===== src/hdl/dct_pkg.sv =====
// Shared constants, types and helpers for the counter/timer block
package dct_pkg;

   localparam int ADDR_W = 6;
   localparam int DATA_W = 32;
   localparam int CNT_W  = 16;
   localparam int BYTE_W = 8;

   // Register index (byte address / 4)
   localparam logic [3:0] REG_AUX    = 4'h4;
   localparam logic [3:0] REG_STATUS = 4'h5;
   localparam logic [3:0] REG_PRE_HI = 4'h6;
   localparam logic [3:0] REG_PRE_LO = 4'h7;
   localparam logic [3:0] REG_MASK   = 4'h8;
   localparam logic [3:0] REG_PINCFG = 4'hD;
   localparam logic [3:0] CMD_START  = 4'hE;
   localparam logic [3:0] CMD_STOP   = 4'hF;

   // Field positions
   localparam int AUX_MODE_LSB  = 4;
   localparam int PIN_SEL_LSB   = 2;
   localparam int PIN_LVL_BIT   = 7;
   localparam int READY_BIT     = 3;

   localparam logic [CNT_W-1:0] PRELOAD_RST = 16'h0002;
   localparam logic [CNT_W-1:0] CNT_ONE     = 16'h0001;
   localparam int               PRESCALE    = 16;

   typedef enum logic [2:0] {
      MODE_CNT_IP2   = 3'h0,
      MODE_CNT_TXA   = 3'h1,
      MODE_CNT_TXB   = 3'h2,
      MODE_CNT_XT16  = 3'h3,
      MODE_TMR_IP2   = 3'h4,
      MODE_TMR_IP216 = 3'h5,
      MODE_TMR_XTAL  = 3'h6,
      MODE_TMR_XT16  = 3'h7
   } dct_mode_e;

   localparam dct_mode_e MODE_RST = MODE_TMR_XTAL;

   typedef enum logic [1:0] {
      PIN_OUTPORT = 2'h0,
      PIN_CT      = 2'h1,
      PIN_TXB     = 2'h2,
      PIN_RXB     = 2'h3
   } dct_pinsel_e;

   // Gray codes along idle -> ack
   typedef enum logic [1:0] {
      BUS_IDLE = 2'b00,
      BUS_ACK  = 2'b01
   } dct_bus_e;

   // Gray codes: stopped -> counting, timer next to counting
   typedef enum logic [1:0] {
      CT_STOP  = 2'b00,
      CT_COUNT = 2'b01,
      CT_TIMER = 2'b11
   } dct_ct_e;

   typedef struct packed {
      dct_mode_e   mode;
      dct_pinsel_e pin_sel;
      logic        pin_level;
      logic        ready_mask;
   } dct_cfg_s;

   // One-cycle rising-edge ticks of the source inputs
   typedef struct packed {
      logic ip2;
      logic txa;
      logic txb;
      logic xtal;
   } dct_src_s;

   function automatic logic is_timer(input dct_mode_e m);
      return m[2];
   endfunction : is_timer

   function automatic logic [3:0] reg_index(input logic [ADDR_W-1:0] a);
      return a[ADDR_W-1:2];
   endfunction : reg_index

endpackage : dct_pkg


===== src/hdl/dct_sync.sv =====
// Two-flop synchronisers with rising-edge pulse for source inputs
`timescale 1ns/1ps
module dct_sync
   import dct_pkg::*;
#(
   parameter int W = 4
)
(
   input  wire logic         clk_sys,
   input  wire logic         rst,
   input  wire logic [W-1:0] async_in,
   output logic      [W-1:0] rise
);

   logic [W-1:0] meta;
   logic [W-1:0] sync;
   logic [W-1:0] last;

   if (W < 1)
   begin : g_chk
      $error("dct_sync: W must be at least 1");
   end

   always_ff @(posedge clk_sys)
   begin
      if (rst)
      begin
         meta <= '0;
         sync <= '0;
         last <= '0;
      end
      else
      begin
         meta <= async_in;
         sync <= meta;
         last <= sync;
      end
   end

   assign rise = sync & ~last;

endmodule : dct_sync


===== src/hdl/dct_prescale.sv =====
// Divide a tick stream by a fixed ratio
`timescale 1ns/1ps
module dct_prescale
   import dct_pkg::*;
#(
   parameter int DIV = PRESCALE
)
(
   input  wire logic clk_sys,
   input  wire logic rst,
   input  wire logic tick_in,
   output logic      tick_out
);

   localparam int CW = $clog2(DIV);
   localparam logic [CW-1:0] LAST = CW'(DIV - 1);

   logic [CW-1:0] cnt;

   if (DIV < 2)
   begin : g_chk
      $error("dct_prescale: DIV must be at least 2");
   end

   always_ff @(posedge clk_sys)
   begin
      if (rst)
         cnt <= '0;
      else if (tick_in)
         cnt <= (cnt == LAST) ? '0 : cnt + 1'b1;
   end

   assign tick_out = tick_in && (cnt == LAST);

endmodule : dct_prescale


===== src/hdl/dct_top.sv =====
// Counter/timer with Avalon-MM register slave
// Contract
// RULE1 - Preload held in two write-only byte registers
// RULE2 - Host never loads preload below 0002
// RULE3 - Timer square wave period is twice preload
// RULE4 - Preload change applies from next half-period
// RULE5 - Timer runs freely; start read restarts cycle
// RULE6 - Timer sets ready once per square cycle
// RULE7 - Stop read clears ready; timer keeps running
// RULE8 - Pin three carries square wave when selected
// RULE9 - After reset timer mode runs, unstoppable
// RULE10 - Host sets pin select 00 at init
// RULE11 - Counter counts down from preload after start
// RULE12 - Counter sets ready on reaching 0000
// RULE13 - Counter wraps past terminal until stopped
// RULE14 - Pin high until terminal; stop restores high
// RULE15 - Counter preload writes apply at next start
// RULE16 - Live count readable as two bytes
// RULE17 - Host stops counter before reading halves
// RULE18 - Codes 000-011 counter with listed sources
// RULE19 - Codes 100-111 timer with listed sources
// RULE20 - Timer ready on every second zero reach
// RULE21 - Interrupt when ready and mask both set
// RULE22 - Timer reloads and toggles at zero; synced
//
// Decided for this implementation: the register addresses and the Avalon-MM interface to the registers.
`timescale 1ns/1ps
module dct_top
   import dct_pkg::*;
#(
   parameter int PRE_DIV = PRESCALE
)
(
   input  wire logic              clk_sys,
   input  wire logic              rst,
   input  wire logic [ADDR_W-1:0] avs_address,
   input  wire logic              avs_read,
   input  wire logic              avs_write,
   input  wire logic [DATA_W-1:0] avs_writedata,
   input  wire logic [3:0]        avs_byteenable,
   output logic      [DATA_W-1:0] avs_readdata,
   output logic                   avs_waitrequest,
   input  wire logic              external_input_two,
   input  wire logic              chan_a_tx_1x_clock,
   input  wire logic              chan_b_tx_1x_clock,
   input  wire logic              crystal_clock_input,
   output logic                   output_pin_three_o,
   output logic                   output_pin_three_oe,
   output logic                   interrupt_request_out
);

   if (PRE_DIV < 2)
   begin : g_chk
      $error("dct_top: PRE_DIV must be at least 2");
   end

   dct_bus_e         bus_state;
   dct_ct_e          ct_state;
   dct_cfg_s         cfg;
   dct_src_s         raw_tick;
   logic [BYTE_W-1:0] preload_upper_byte;
   logic [BYTE_W-1:0] preload_lower_byte;
   logic [CNT_W-1:0] preload;
   logic [CNT_W-1:0] count;
   logic [CNT_W-1:0] next_count;
   logic             ip2_div;
   logic             xtal_div;
   logic             src_tick;
   logic             accept;
   logic             wr_en;
   logic             rd_en;
   logic [3:0]       idx;
   logic             start_cmd;
   logic             stop_cmd;
   logic             aux_wr;
   logic             wave;
   logic             half_odd;
   logic             ct_out;
   logic             ready;
   logic             ready_set;
   logic             at_zero;

   // Source pins come from other clocks: two flops before use
   dct_sync #(
      .W        (4)
   ) u_sync (
      .clk_sys  (clk_sys),
      .rst      (rst),
      .async_in ({external_input_two, chan_a_tx_1x_clock,
                  chan_b_tx_1x_clock, crystal_clock_input}),
      .rise     (raw_tick)
   );  // see RULE22

   dct_prescale #(
      .DIV      (PRE_DIV)
   ) u_pre_ip2 (
      .clk_sys  (clk_sys),
      .rst      (rst),
      .tick_in  (raw_tick.ip2),
      .tick_out (ip2_div)
   );

   dct_prescale #(
      .DIV      (PRE_DIV)
   ) u_pre_xtal (
      .clk_sys  (clk_sys),
      .rst      (rst),
      .tick_in  (raw_tick.xtal),
      .tick_out (xtal_div)
   );

   // Source select per mode code
   always_comb
   begin
      case (cfg.mode)
         MODE_CNT_IP2:   src_tick = raw_tick.ip2;  // see RULE18
         MODE_CNT_TXA:   src_tick = raw_tick.txa;  // see RULE18
         MODE_CNT_TXB:   src_tick = raw_tick.txb;  // see RULE18
         MODE_CNT_XT16:  src_tick = xtal_div;      // see RULE18
         MODE_TMR_IP2:   src_tick = raw_tick.ip2;  // see RULE19
         MODE_TMR_IP216: src_tick = ip2_div;       // see RULE19
         MODE_TMR_XTAL:  src_tick = raw_tick.xtal; // see RULE19
         MODE_TMR_XT16:  src_tick = xtal_div;      // see RULE19
         default:        src_tick = 1'b0;
      endcase
   end

   // Bus slave: every access answers one cycle after it is seen
   assign idx       = reg_index(avs_address);
   assign accept    = (bus_state == BUS_IDLE) && (avs_read || avs_write);
   assign wr_en     = accept && avs_write && avs_byteenable[0];
   assign rd_en     = accept && avs_read;
   assign start_cmd = rd_en && (idx == CMD_START);  // see RULE5
   assign stop_cmd  = rd_en && (idx == CMD_STOP);   // see RULE7
   assign aux_wr    = wr_en && (idx == REG_AUX);
   assign avs_waitrequest = (avs_read || avs_write)
                            && (bus_state != BUS_ACK);

   always_ff @(posedge clk_sys)
   begin
      if (rst)
         bus_state <= BUS_IDLE;
      else
      begin
         case (bus_state)
            BUS_IDLE: if (accept) bus_state <= BUS_ACK;
            BUS_ACK:  bus_state <= BUS_IDLE;
            default:  bus_state <= BUS_IDLE;
         endcase
      end
   end

   // Preload bytes have no read path at all
   always_ff @(posedge clk_sys)
   begin
      if (rst)
      begin
         preload_upper_byte <= PRELOAD_RST[CNT_W-1:BYTE_W];
         preload_lower_byte <= PRELOAD_RST[BYTE_W-1:0];
      end
      else if (wr_en && (idx == REG_PRE_HI))
         preload_upper_byte <= avs_writedata[BYTE_W-1:0];  // see RULE1
      else if (wr_en && (idx == REG_PRE_LO))
         preload_lower_byte <= avs_writedata[BYTE_W-1:0];  // see RULE1
   end

   assign preload = {preload_upper_byte, preload_lower_byte};

   always_ff @(posedge clk_sys)
   begin
      if (rst)
      begin
         cfg.mode       <= MODE_RST;  // see RULE9
         cfg.pin_sel    <= PIN_OUTPORT;
         cfg.pin_level  <= 1'b0;
         cfg.ready_mask <= 1'b0;
      end
      else
      begin
         if (aux_wr)
            cfg.mode <= dct_mode_e'(avs_writedata[AUX_MODE_LSB +: 3]);
         if (wr_en && (idx == REG_PINCFG))
         begin
            cfg.pin_sel   <= dct_pinsel_e'(avs_writedata[PIN_SEL_LSB +: 2]);
            cfg.pin_level <= avs_writedata[PIN_LVL_BIT];
         end
         if (wr_en && (idx == REG_MASK))
            cfg.ready_mask <= avs_writedata[READY_BIT];
      end
   end

   // Read data: preload offsets return the live count halves
   always_ff @(posedge clk_sys)
   begin
      if (rst)
         avs_readdata <= '0;
      else if (rd_en)
      begin
         avs_readdata <= '0;
         case (idx)
            REG_AUX:
               avs_readdata[AUX_MODE_LSB +: 3] <= cfg.mode;
            REG_STATUS:
               avs_readdata[READY_BIT] <= ready;
            REG_MASK:
               avs_readdata[READY_BIT] <= cfg.ready_mask;
            REG_PINCFG:
            begin
               avs_readdata[PIN_SEL_LSB +: 2] <= cfg.pin_sel;
               avs_readdata[PIN_LVL_BIT]      <= cfg.pin_level;
            end
            // Live count halves share offsets with the preload bytes
            REG_PRE_HI:
               avs_readdata[BYTE_W-1:0] <= count[CNT_W-1:BYTE_W];  // see RULE16
            REG_PRE_LO:
               avs_readdata[BYTE_W-1:0] <= count[BYTE_W-1:0];      // see RULE16
            default:
               avs_readdata <= '0;
         endcase
      end
   end

   // Run state: timer mode never stops, counter waits for start
   always_ff @(posedge clk_sys)
   begin
      if (rst)
         ct_state <= CT_TIMER;  // see RULE9
      else if (aux_wr)
         ct_state <= avs_writedata[AUX_MODE_LSB + 2] ? CT_TIMER : CT_STOP;
      else
      begin
         case (ct_state)
            CT_STOP:  if (start_cmd) ct_state <= CT_COUNT;  // see RULE11
            CT_COUNT: if (stop_cmd) ct_state <= CT_STOP;    // see RULE13
            CT_TIMER: ct_state <= CT_TIMER;                 // see RULE7
            default:  ct_state <= CT_STOP;
         endcase
      end
   end

   // A half-period is preload ticks: count preload..1 then reload
   assign at_zero = (count == CNT_ONE);

   always_comb
   begin
      next_count = count;
      if (start_cmd)
         next_count = preload;  // see RULE5 see RULE15
      else if (src_tick)
      begin
         case (ct_state)
            CT_TIMER:
               next_count = at_zero ? preload : count - CNT_ONE;  // see RULE4
            CT_COUNT:
               next_count = count - CNT_ONE;  // see RULE11 see RULE13
            default:
               next_count = count;
         endcase
      end
   end

   always_ff @(posedge clk_sys)
   begin
      if (rst)
         count <= PRELOAD_RST;
      else
         count <= next_count;
   end

   // Square wave toggles at each zero; ready on every second one
   always_ff @(posedge clk_sys)
   begin
      if (rst)
      begin
         wave     <= 1'b1;
         half_odd <= 1'b0;
      end
      else if (start_cmd)
      begin
         wave     <= 1'b1;
         half_odd <= 1'b0;
      end
      else if (src_tick && (ct_state == CT_TIMER) && at_zero)
      begin
         wave     <= ~wave;      // see RULE3 see RULE22
         half_odd <= ~half_odd;  // see RULE20
      end
   end

   // Counter output drops at terminal count, stop restores it
   always_ff @(posedge clk_sys)
   begin
      if (rst)
         ct_out <= 1'b1;
      else if (stop_cmd || start_cmd)
         ct_out <= 1'b1;  // see RULE14
      else if (src_tick && (ct_state == CT_COUNT) && at_zero)
         ct_out <= 1'b0;  // see RULE14
   end

   always_comb
   begin
      ready_set = 1'b0;
      if (src_tick && at_zero && !start_cmd)
      begin
         if (ct_state == CT_TIMER)
            ready_set = half_odd;  // see RULE6 see RULE20
         else if (ct_state == CT_COUNT)
            ready_set = 1'b1;      // see RULE12
      end
   end

   // A set in the same cycle as a stop wins, so no event is lost
   always_ff @(posedge clk_sys)
   begin
      if (rst)
         ready <= 1'b0;
      else
         ready <= ready_set || (ready && !stop_cmd);  // see RULE7
   end

   assign interrupt_request_out = ready && cfg.ready_mask;  // see RULE21

   // Pin three is open-collector when carrying the counter/timer
   always_comb
   begin
      output_pin_three_o  = 1'b0;
      output_pin_three_oe = 1'b0;
      case (cfg.pin_sel)
         PIN_OUTPORT:
         begin
            output_pin_three_o  = ~cfg.pin_level;
            output_pin_three_oe = 1'b1;
         end
         PIN_CT:
            output_pin_three_oe = is_timer(cfg.mode)
                                  ? ~wave     // see RULE8
                                  : ~ct_out;  // see RULE14
         // Channel B clocks live outside this block: pin released
         default:
            output_pin_three_oe = 1'b0;
      endcase
   end

endmodule : dct_top


===== config.mk =====
export PLATFORM = sky130hd
export DESIGN_NAME = dct_top
export DESIGN_NICKNAME = d
export VERILOG_FILES = /design/src/hdl/dct_pkg.sv /design/src/hdl/dct_sync.sv /design/src/hdl/dct_prescale.sv /design/src/hdl/dct_top.sv
export SDC_FILE = /design/constraint.sdc
export NUM_CORES = 1
export LEC_CHECK = 0
export ABC_AREA = 1
export BUFFER_PORTS_ARGS = -buffer_cell sky130_fd_sc_hd__buf_2
export CAP_MARGIN = 20
export CORE_ASPECT_RATIO = 1.4
export CORE_MARGIN = 8
export CORE_UTILIZATION = 30
export DETAILED_ROUTE_END_ITERATION = 8
export GPL_TIMING_DRIVEN = 0
export PLACE_DENSITY = 0.57
export SLEW_MARGIN = 20
export SYNTH_ARGS = -nofsm -noshare
export SYNTH_HDL_FRONTEND = slang
export SYNTH_HIERARCHICAL = 1
export SYNTH_SLANG_ARGS = --single-unit

===== constraint.sdc =====
create_clock -name clk_sys -period 2.3 [get_ports clk_sys]
set_clock_uncertainty 0.05 [all_clocks]
set_input_delay 0.345 -clock clk_sys [delete_from_list [all_inputs] [get_ports clk_sys]]
set_output_delay 0.345 -clock clk_sys [all_outputs]
set_load 0.1 [all_outputs]

* Yosys cells after proc, flatten, opt, wreduce, memory -nomap -nowiden
Cells that the tools add are included.
** Storage, ports and cells
- Flip-flop bits (word level) :: 74
- Bits in latches :: 0
- RAM bits :: 0
- Bits in read-only memories :: 0
- Word-level logic and storage cells :: 118
- Memories kept :: 0
** Operators by class
- Add/sub/neg operators :: 3
- Multipliers :: 0
- Div/mod/pow operators :: 0
- $lt $le $gt $ge :: 0
- Equality and inequality tests :: 23
- Shift operators :: 0
- Mux-type cells :: 23
- Bitwise gates (word level) :: 9
- Reduce and logical (&&, ||, !) cells :: 41
** Operators by type and width (number)
- $mux W16 :: 3
- $pmux W16 S2 :: 1
- $eq A4 B4 Y1 const B :: 6
- $logic_and A1 B1 Y1 :: 22
- $eq A16 B1 Y1 const B :: 1
- $eq A4 B3 Y1 const B :: 4
- $sub A16 B1 Y16 const B :: 1
- $eq A3 B3 Y1 const B :: 4
- $reduce_or A2 Y1 :: 5
- $pmux W3 S3 :: 1
- $add A4 B1 Y4 const B :: 2
- $mux W2 :: 4
- $mux W4 :: 2
- $not A1 Y1 :: 7
- $eq A3 B2 Y1 const B :: 2
- $logic_not A2 Y1 :: 3
- $ne A3 B3 Y1 const B :: 2
- $pmux W1 S3 :: 2
- $pmux W1 S6 :: 1
- $pmux W2 S3 :: 1
- $reduce_and A2 Y1 :: 3
- $mux W1 :: 5
- $pmux W1 S5 :: 1
- $and A4 B4 Y4 :: 1
- other kinds (11) :: 15

* Longest topological paths before layout
Gate-level depths: netlist (run 1).
- Depth in word-level cells :: 8
- Mapped depth :: 14
- Gate-level depth less buffers :: 13

* Modules after synthesis
The synthesis (run 1) kept the hierarchy.
** By module, submodules not included
- dct_top :: instances 1, cells each 472, area an instance 3125.5 um^2, sequential area each 1081.0 um^2
- dct_prescale :: instances 2, cells each 24, area an instance 207.7 um^2, sequential area each 80.1 um^2
- dct_sync :: instances 1, cells each 41, area an instance 356.6 um^2, sequential area each 240.2 um^2

* Worst setup path after synthesis (run 1)
No wires, ideal clock.
- Kind :: register to output
- Start :: reg cfg[1] (netlist bit)
- End :: out output_pin_three_o
- Arrival :: 2371 ps
- Required time :: 1905 ps
- Setup slack :: -466 ps
- Stages on the path, launching flop included :: 2
- Cells stage by stage :: dfxtp_1 nor3_1
** On the way
- Word-level cells in the longest chain between the ends :: 2
** RTL lines
- start, declared :: RTL line dct_top.sv:59 : dct_cfg_s cfg;
- $not A1 Y1 :: RTL line dct_top.sv:332 : output_pin_three_o = ~cfg.pin_level;
- $mux W1 :: RTL line dct_top.sv:329 : case (cfg.pin_sel)
- end, declared :: RTL line dct_top.sv:47 : output logic output_pin_three_o,
Every way passes these cells.

* Final worst setup path (run 1)
- Start :: reg u_pre_ip2.cnt[0]
- End :: reg count[6]
** On the way
- Word-level cells in the longest chain between the ends :: 5
** RTL lines
- start, declared :: RTL line dct_prescale.sv:18 : logic [CW-1:0] cnt;
- start signal, assigned :: RTL line dct_prescale.sv:30 : cnt <= (cnt == LAST) ? '0 : cnt + 1'b1;
- $eq A4 B4 Y1 :: RTL line dct_prescale.sv:33 : assign tick_out = tick_in && (cnt == LAST);
- $logic_and A1 B1 Y1 :: RTL line dct_prescale.sv:33
- via ip2_div :: RTL line dct_top.sv:66 : logic ip2_div;
- $pmux W1 S6 :: RTL line dct_top.sv:115 : case (cfg.mode)
- $reduce_bool A2 Y1 (no source line)
- $reduce_and A2 Y1 (no source line)
- end signal, assigned :: RTL line dct_top.sv:267 : count <= next_count;
- end, declared :: RTL line dct_top.sv:64 : logic [CNT_W-1:0] count;
The timed path passes the listed nets, and every way through them passes these cells.
A chain may end at the register's enable or synchronous reset.

==> out/summary.md, run 1 <==
The average instance area after synthesis came out at 6.95 um^2. The via count of the first global-routing pass was 3549. The effective utilization at floorplan was 0.306.

For this run, the leading register cell type out of synthesis is sky130_fd_sc_hd__dfxtp_1. Dividing total power by cell area gives a power density of 810 nW/um^2. The global-route wire length before repair was 17200 um.

Summed over all failing endpoints, the final setup total negative slack is 0 ps. Of all nets on the critical path, the largest fanout is 10. The logs give 0.130 for the global routing usage summed across all routing layers and 0 for the number of post-CTS setup repair buffers. For the pin with the worst max-slew slack, the measured transition is 610 ps. Type of origin of the critical path: a register. For the number of slew-limit violations in the final report, the log shows 0. The fraction of the cycle the final worst path needs was 0.877. The logs give 3900 um^2 for the post-synthesis cell area and 4690 um^2 for the summed area of non-filler cells in the final layout. The repair_antennas step left the layout with diodes totalling 0. Share of post-route cells with drive strength above 1: 0.174. The path class of the tightest hold or removal check is input pin to register. The congestion estimate from routability-driven global placement came to 0.907. Flip-flop and latch count after synthesis: 74.

The tools report the headroom to the max-slew limit as 0.593. Final hold analysis gives a worst-case slack of 164 ps. The worst stage delay on the critical path is 540 ps, and the pin count of the biggest net entering global routing is 14. For this run, design rule violations remaining after detail routing come to 0.

For this run the aggregate overflow at the end of global routing stands at 0. The die is 151 um tall. Sequential fraction of the synthesis area: 0.380. The standard-cell row count came out at 49. The area overhead of the layout relative to synthesis was 20.2%; the post-synthesis cell count was 561.

Wires add up to 10700 um. The routed design could run at a clock period as short as 2020 ps. The count of buffers added on input and output ports is 32.

Yosys printed 6 warnings. The number of endpoints with negative hold slack in the final report was 0. The CTS H-tree depth is 3.

Async set-reset flop share out of synthesis: 0. The total number of vias is 3652. For the number of antenna violations at the first check in global routing, the log shows 0. Count of hold-fix buffers inserted at cts: 0. The clock-pin slew of the registers on the worst-case setup and hold paths was 60 ps.

Wire length per cell after detailed routing: 13.7 um. Yosys mapped a number of flops with a built-in enable equal to 0. Across the VDD grid, the largest voltage drop is 0.593 mV.

Once detail routing completed, the nets flagged for antenna violations numbered 0. By startpoint and endpoint, the worst setup path is classified as register to register. For this design, the slowest cell found on the critical path is sky130_fd_sc_hd__a21oi_2. The data required time at the worst endpoint is 2520 ps. The later pin in the worst-skew pair is clocked with a latency of 340 ps. The tool flagged a number of max-cap violations equal to 0.

The number of buffers created by CTS is 9. TritonCTS built the clock tree. The maximum clock insertion buffer count came out at 2. Before antenna repair, the detailed router went through 5 iterations. Buffer type at the clock tree root: sky130_fd_sc_hd__clkbuf_16.

The logs give 684 for the final-stage net count and 8670 um for the detailed placer's ending HPWL. STA classifies the critical path endpoint as a register. The die is 112 um wide. The detailed router finished its first iteration with 180 violations. Setup repair after global routing left no endpoint under its margin. The signal on the critical path passes through ha_1 > nand2_1 > nor2_4 > nand3_1 > nand2_1 > nand2_1 > nand3_2 > a21oi_2 > nand2_1 > a21oi_1. The die covers 16900 um^2. Arrival time of the worst setup path: 2230 ps. The standard cell core area was 12800 um^2; the setup violation total in the final timing report was 0. The run finished with clean final reports. Derived from the worst setup path, the maximum achievable clock frequency is 0.496 GHz. Among the stages of the critical path, the cell type that occurs most often is sky130_fd_sc_hd__nand2_1.

After detailed routing, the number of vias per cell comes to 4.65. The count of boundary I/O pins is 86. After detailed placement, the total cell area comes to 4340 um^2.

The logs give 2.15 nW for the cell leakage power and 37 for the count of distinct cell types in the synthesized netlist. The logs give 0.367 for the share of the core filled with cells and 74 for the count of clock tree sinks.
worst max-delay path, delay by kind of cell (launching register included):
| kind | cells | cell delay [ps] |
|---|---|---|
| adder cells (fa/ha/maj) | 1 | 240 |
| AND/OR/NAND/NOR | 7 | 610 |
| AO/OA/AOI/OAI | 2 | 700 |
| flip-flops | 1 | 340 |
synth_stat cells (2+ instances only):
master,instances,share of area
sky130_fd_sc_hd__nor2_4,5,0.014
sky130_fd_sc_hd__clkbuf_1,6,0.0058
sky130_fd_sc_hd__nand2_2,8,0.013
sky130_fd_sc_hd__xor2_1,5,0.011
sky130_fd_sc_hd__inv_1,71,0.068
sky130_fd_sc_hd__nor2_1,71,0.068
sky130_fd_sc_hd__nor2_2,6,0.0096
sky130_fd_sc_hd__nor3_1,5,0.0064
sky130_fd_sc_hd__o221ai_1,5,0.011
sky130_fd_sc_hd__nor3b_1,2,0.0039
sky130_fd_sc_hd__o21ai_1,6,0.0077
sky130_fd_sc_hd__ha_1,7,0.022
sky130_fd_sc_hd__nand2_1,120,0.12
sky130_fd_sc_hd__dfxtp_1,74,0.38
sky130_fd_sc_hd__nand3_2,2,0.0051
sky130_fd_sc_hd__buf_6,4,0.012
sky130_fd_sc_hd__xnor2_1,5,0.011
sky130_fd_sc_hd__a21oi_1,39,0.050
sky130_fd_sc_hd__mux2i_1,2,0.0051
sky130_fd_sc_hd__buf_2,4,0.0051
sky130_fd_sc_hd__buf_4,26,0.050
sky130_fd_sc_hd__nand3_1,27,0.035
sky130_fd_sc_hd__o21ai_0,45,0.058
sky130_fd_sc_hd__nand4_1,2,0.0032
sky130_fd_sc_hd__o22ai_1,2,0.0032
registers in the layout, indices dropped and copies added (netlist names):
signal              cells
count                  16
avs_readdata            8
preload_lower_byte      8
preload_upper_byte      8
cfg                     7
u_pre_ip2/cnt           4
u_pre_xtal/cnt          4
u_sync/last             4
u_sync/meta             4
u_sync/sync             4
ct_state                2
bus_state               1
ct_out                  1
half_odd                1
ready                   1
wave                    1
through the flow:
step / setup slack, ps / instances / total power, mW
final: 283 / 785 / 3.80
after global routing: 23.7 / 785 / 3.97
after CTS: 280 / 785 / 3.83
after detailed placement: 301 / 769 / 2.24
after global placement: 322 / 769 / 2.23
after floorplan: 375 / 584 / 2.07
final timing paths:
path	from	end	slack (ps)	depth (start not counted)
max	u_pre_ip2/cnt[0]	count[6]	280	10
min	external_input_two	u_sync/meta[3]	160	3
max reg2reg	u_pre_ip2/cnt[0]	count[6]	280	10
min reg2reg	u_sync/meta[1]	u_sync/sync[1]	350	2
final cells by class:
type                            count  area (um^2)
Sequential cell                    74         1480
Buffer                             40          285
Tap cell                          153          191
Clock buffer                       11          253
Timing Repair Buffer               32          160
Multi-Input combinational cell    397         1950
Inverter                           73          277
Clock inverter                      5         86.3
Fill cell                        1379         8070
timing repair:
item | 4_1_cts | 5_1_grt
gates resized for setup | 0 | 1
hold endpoints to repair | 0 | 0
setup endpoints to repair | 0 | 1
metal layers:
metal	track usage	part of all wire	up-vias
li1	-	-	1864
met1	0.122	0.39	1635
met2	0.237	0.50	122
met3	0.0439	0.068	31
met4	0.0900	0.045	0
met5	0	0	-
report_power, final:
part	switching [mW]	total, mW	internal [mW]
registers	0.0535	1.39	1.34
logic	0.608	0.831	0.222
clock network	0.556	1.57	1.01
total	1.22	3.80	2.58
layout by cell type, fill, tap and decap left out, types with 7 or more instances in the layout:
cell and instances:
sky130_fd_sc_hd__a21oi_1 38, sky130_fd_sc_hd__buf_2 35, sky130_fd_sc_hd__buf_4 26, sky130_fd_sc_hd__clkbuf_16 9
sky130_fd_sc_hd__conb_1 24, sky130_fd_sc_hd__dfxtp_1 74, sky130_fd_sc_hd__ha_1 7, sky130_fd_sc_hd__inv_1 71
sky130_fd_sc_hd__nand2_1 120, sky130_fd_sc_hd__nand2_2 8, sky130_fd_sc_hd__nand3_1 27, sky130_fd_sc_hd__nor2_1 71
sky130_fd_sc_hd__o21ai_0 45
cells by family (layout without fill, tap and decap cells):
| group | Yosys count | in the layout | synth area share |
|---|---|---|---|
| AND/OR/NAND/NOR | 252 | 252 | 0.285 |
| other | 1 | 24 | 0.000962 |
| multiplexers | 2 | 2 | 0.00514 |
| XOR/XNOR | 10 | 10 | 0.0225 |
| AO/OA/AOI/OAI | 102 | 102 | 0.140 |
| flip-flops | 74 | 74 | 0.380 |
| buffers and inverters | 113 | 161 | 0.144 |
| adder cells (fa/ha/maj) | 7 | 7 | 0.0225 |
No activity file was read; power rests on OpenSTA's default activity.
==> inputs of run 2 (changes only) <==
--- a/config.mk
+++ b/config.mk
@@ -6,14 +6,14 @@
 export NUM_CORES = 1
 export LEC_CHECK = 0
 export ABC_AREA = 1
-export BUFFER_PORTS_ARGS = -buffer_cell sky130_fd_sc_hd__buf_2
 export CAP_MARGIN = 20
 export CORE_ASPECT_RATIO = 1.4
 export CORE_MARGIN = 8
 export CORE_UTILIZATION = 30
 export DETAILED_ROUTE_END_ITERATION = 8
+export DONT_BUFFER_PORTS = 1
 export GPL_TIMING_DRIVEN = 0
-export PLACE_DENSITY = 0.57
+export PLACE_DENSITY = 0.52
 export SLEW_MARGIN = 20
 export SYNTH_ARGS = -nofsm -noshare
 export SYNTH_HDL_FRONTEND = slang
==> out/summary.md, run 2 (synthesis results as in run 1) <==
The run finished with clean final reports. Wires add up to 10900 um. The tools report the headroom to the max-slew limit as 0.307. The tools report the total negative setup slack as 0 ps. The post-detailed-route DRC marker count was 0.

The first detailed-routing pass took 4 iterations. The die covers 16900 um^2. The fraction of the cycle the final worst path needs works out to 0.876. The switching part of the total power is 0.314. Along the worst path, the maximum fanout reaches 10. The CTS H-tree depth is 3, and the detailed placer's ending HPWL is 8740 um.

Together, buffers and inverters on the worst path number 3. Internal power summed over all cells: 2.59 mW. The number of antenna-violating nets in the routed design is 0.

Leaving out fill and tap cells, the most frequent cell in the layout is sky130_fd_sc_hd__nand2_1. The part of the total power dissipated in sequential elements was 0.378. Reg-to-reg critical path startpoint: u_sync/sync[3]. Once placement completed, the tool counted placed cells totaling 737. From synthesis to final layout, the design area changed by 16.4%.

The floorplan die height is 151 um. Share of post-route cells with drive strength above 1: 0.128. The tightest min-delay check is of the input pin to register type. The global-route wire length before repair is 17300 um. TritonCTS built the clock tree.

The run gives 159 as the number of violations reported at the end of detailed-routing iteration 0. The register with the most flip-flops is count. Entering global routing, the biggest net connects 13 pins.

Number of endpoints with negative hold slack in the final report: 0. Count of boundary I/O pins: 86. Leaving out fill and tap cells, the most frequent cells in the layout are 120 x sky130_fd_sc_hd__nand2_1, 74 x sky130_fd_sc_hd__dfxtp_1, 71 x sky130_fd_sc_hd__inv_1, 71 x sky130_fd_sc_hd__nor2_1, 45 x sky130_fd_sc_hd__o21ai_0.

Start-to-end type of the worst setup path: register to register. The worst setup slack before clock tree synthesis is 279 ps, and the post-CTS resize count is 0. The final layout contains 652 nets.

The number of slew-limit violations in the final report came out at 0. The power per unit of standard cell area was 833 nW/um^2; the non-filler instance count after layout was 753. The cell that appears most often on the critical path is sky130_fd_sc_hd__nand2_1. The tools report the end of the worst hold path as u_pre_xtal/cnt[1]. During placement, the flow inserted port buffers numbering 0.

The fraction of power consumed by combinational cells is 0.199. Summed over all layers, the global routing overflow is 0. The worst-case reg-to-reg path depth came out at 14. The tools report the number of buffers created by CTS as 9. The actual slew at the worst max-slew pin was 1040 ps; the cell leakage power was 2.02 nW. In the final routed layout, each cell accounts on average for 14.5 um. The clock reaches the later pin of the worst-skew pair after 340 ps. Clock-pin slew was measured on the worst setup and hold paths at 60 ps. For this design, the CTS-stage hold fixing added 0 buffers. For the count of clock tree sinks, the log shows 74. The standard cell core area was 12800 um^2; the clock period minus final worst setup slack was 2010 ps.

The category of the worst setup path capture point was a register. The worst supply voltage drop on vdd was 0.483 mV. The count of max-cap constraint violations is 0. The worst stage delay on the critical path was 300 ps.

STA classifies the critical path startpoint as a register. Setup repair after global routing left no endpoint under its margin. Number of antenna diodes: 0. The logs give 0.306 for the effective utilization at floorplan and 2230 ps for the arrival time of the worst setup path. The width of the die is 112 um, and the detailed-route vias per instance is 4.57.

In this run the critical register-to-register path is captured at count[4]. For the total number of vias, the log shows 3441. The slowest stage of the critical path belongs to the cell sky130_fd_sc_hd__dfxtp_1.

Timing would allow up to 0.497 GHz. Setup slack on the worst reg-to-reg path comes out at 290 ps. The run gives 49 as the standard-cell row count. The congestion estimate from routability-driven global placement came to 0.909. The worst hold path cell count is 1, and the share of total power in the clock network is 0.423.

For the worst setup path, the data required time is 2520 ps. Post-CTS timing repair inserted 0 buffers for setup. Global routing usage summed across all routing layers: 0.133.

Summed over all nets, the switching power comes to 1.19 mW. Clock tree synthesis selected as its root buffer the cell sky130_fd_sc_hd__clkbuf_16. The launch point of the worst hold path is rst. The clock passes through at most 2 buffers.

Setup slack on the critical path of the routed design comes to 286 ps. The via count of the first global-routing pass was 3326. Grouping stages by cell kind, the critical path spends the most delay in simple AND/OR/NAND/NOR gates.

Setup violations remaining at the end of the flow were counted as 0. The flip-flop count of the largest register, all copies and words added is 16. The number of antenna violations at the first check in global routing was 0.

Traced cell by cell, the critical path runs through inv_1 > nor2_1 > buf_6 > nand2_2 > nor2_4 > nand3_1 > nand2_1 > nand2_1 > nand3_2 > nand2_1 > nand2_1 > buf_4 > nand3_1 > a21oi_1.
run 2: changes by cell type in the layout (fill, tap and decap cells not counted), sizes merged:
cell / change
buf: -31
inv: +1
clkbuf: +1
clkinv: -3
run 2: power groups by stage:
stage	Combinational (mW)	Clock, mW	Sequential [mW]
4_1_cts	0.755	1.62	1.43
3_5_place_dp	0.751	0	1.46
2_1_floorplan	0.636	0	1.44
5_1_grt	0.837	1.68	1.44
6_report	0.753	1.60	1.43
3_3_place_gp	0.743	0	1.45
run 2: routing by layer:
| metal | wire, um | GRT usage | vias to the layer above |
|---|---|---|---|
| met1 | 4160 | 0.131 | 1532 |
| met3 | 833 | 0.0463 | 21 |
| li1 | - | - | 1800 |
| met5 | 0 | 0 | - |
| met4 | 349 | 0.0752 | 0 |
| met2 | 5590 | 0.242 | 88 |
run 2: cell type report:
class | instances | area, um^2
Inverter | 73 | 277
Clock buffer | 13 | 270
Clock inverter | 3 | 68.8
Fill cell | 1405 | 8220
Tap cell | 153 | 191
Buffer | 40 | 283
Sequential cell | 74 | 1480
Multi-Input combinational cell | 397 | 1970
run 2: how the worst max path moves through the flow:
stage                        start  slack, ps  cells after the start                  to
floorplan                   cfg[1]        370                      1  output_pin_three_o
global placement            cfg[1]        270                      1  output_pin_three_o
detailed placement  u_sync/sync[3]        280                     14            count[4]
CTS                 u_sync/sync[3]        260                     14            count[4]
global route        u_sync/sync[0]         50                     14            count[7]
finish              u_sync/sync[3]        290                     14            count[4]
run 2: worst reg2reg max path: stages (launching register included):
cell and delay (ps):
sky130_fd_sc_hd__dfxtp_1 300, sky130_fd_sc_hd__inv_1 40, sky130_fd_sc_hd__nor2_1 170, sky130_fd_sc_hd__buf_6 160, sky130_fd_sc_hd__nand2_2 60, sky130_fd_sc_hd__nor2_4 120, sky130_fd_sc_hd__nand3_1 90, sky130_fd_sc_hd__nand2_1 70
sky130_fd_sc_hd__nand2_1 50, sky130_fd_sc_hd__nand3_2 120, sky130_fd_sc_hd__nand2_1 70, sky130_fd_sc_hd__nand2_1 140, sky130_fd_sc_hd__buf_4 220, sky130_fd_sc_hd__nand3_1 150, sky130_fd_sc_hd__a21oi_1 140
run 2: stage by stage:
step	util	hold WS, ps	power [mW]	area [um^2]
2_1_floorplan	-	338	2.07	3990
3_3_place_gp	0.328	340	2.20	4180
3_5_place_dp	0.329	342	2.21	4200
4_1_cts	0.356	10.8	3.81	4540
5_1_grt	0.356	3.74	3.95	4540
6_report	0.356	19.9	3.78	4540
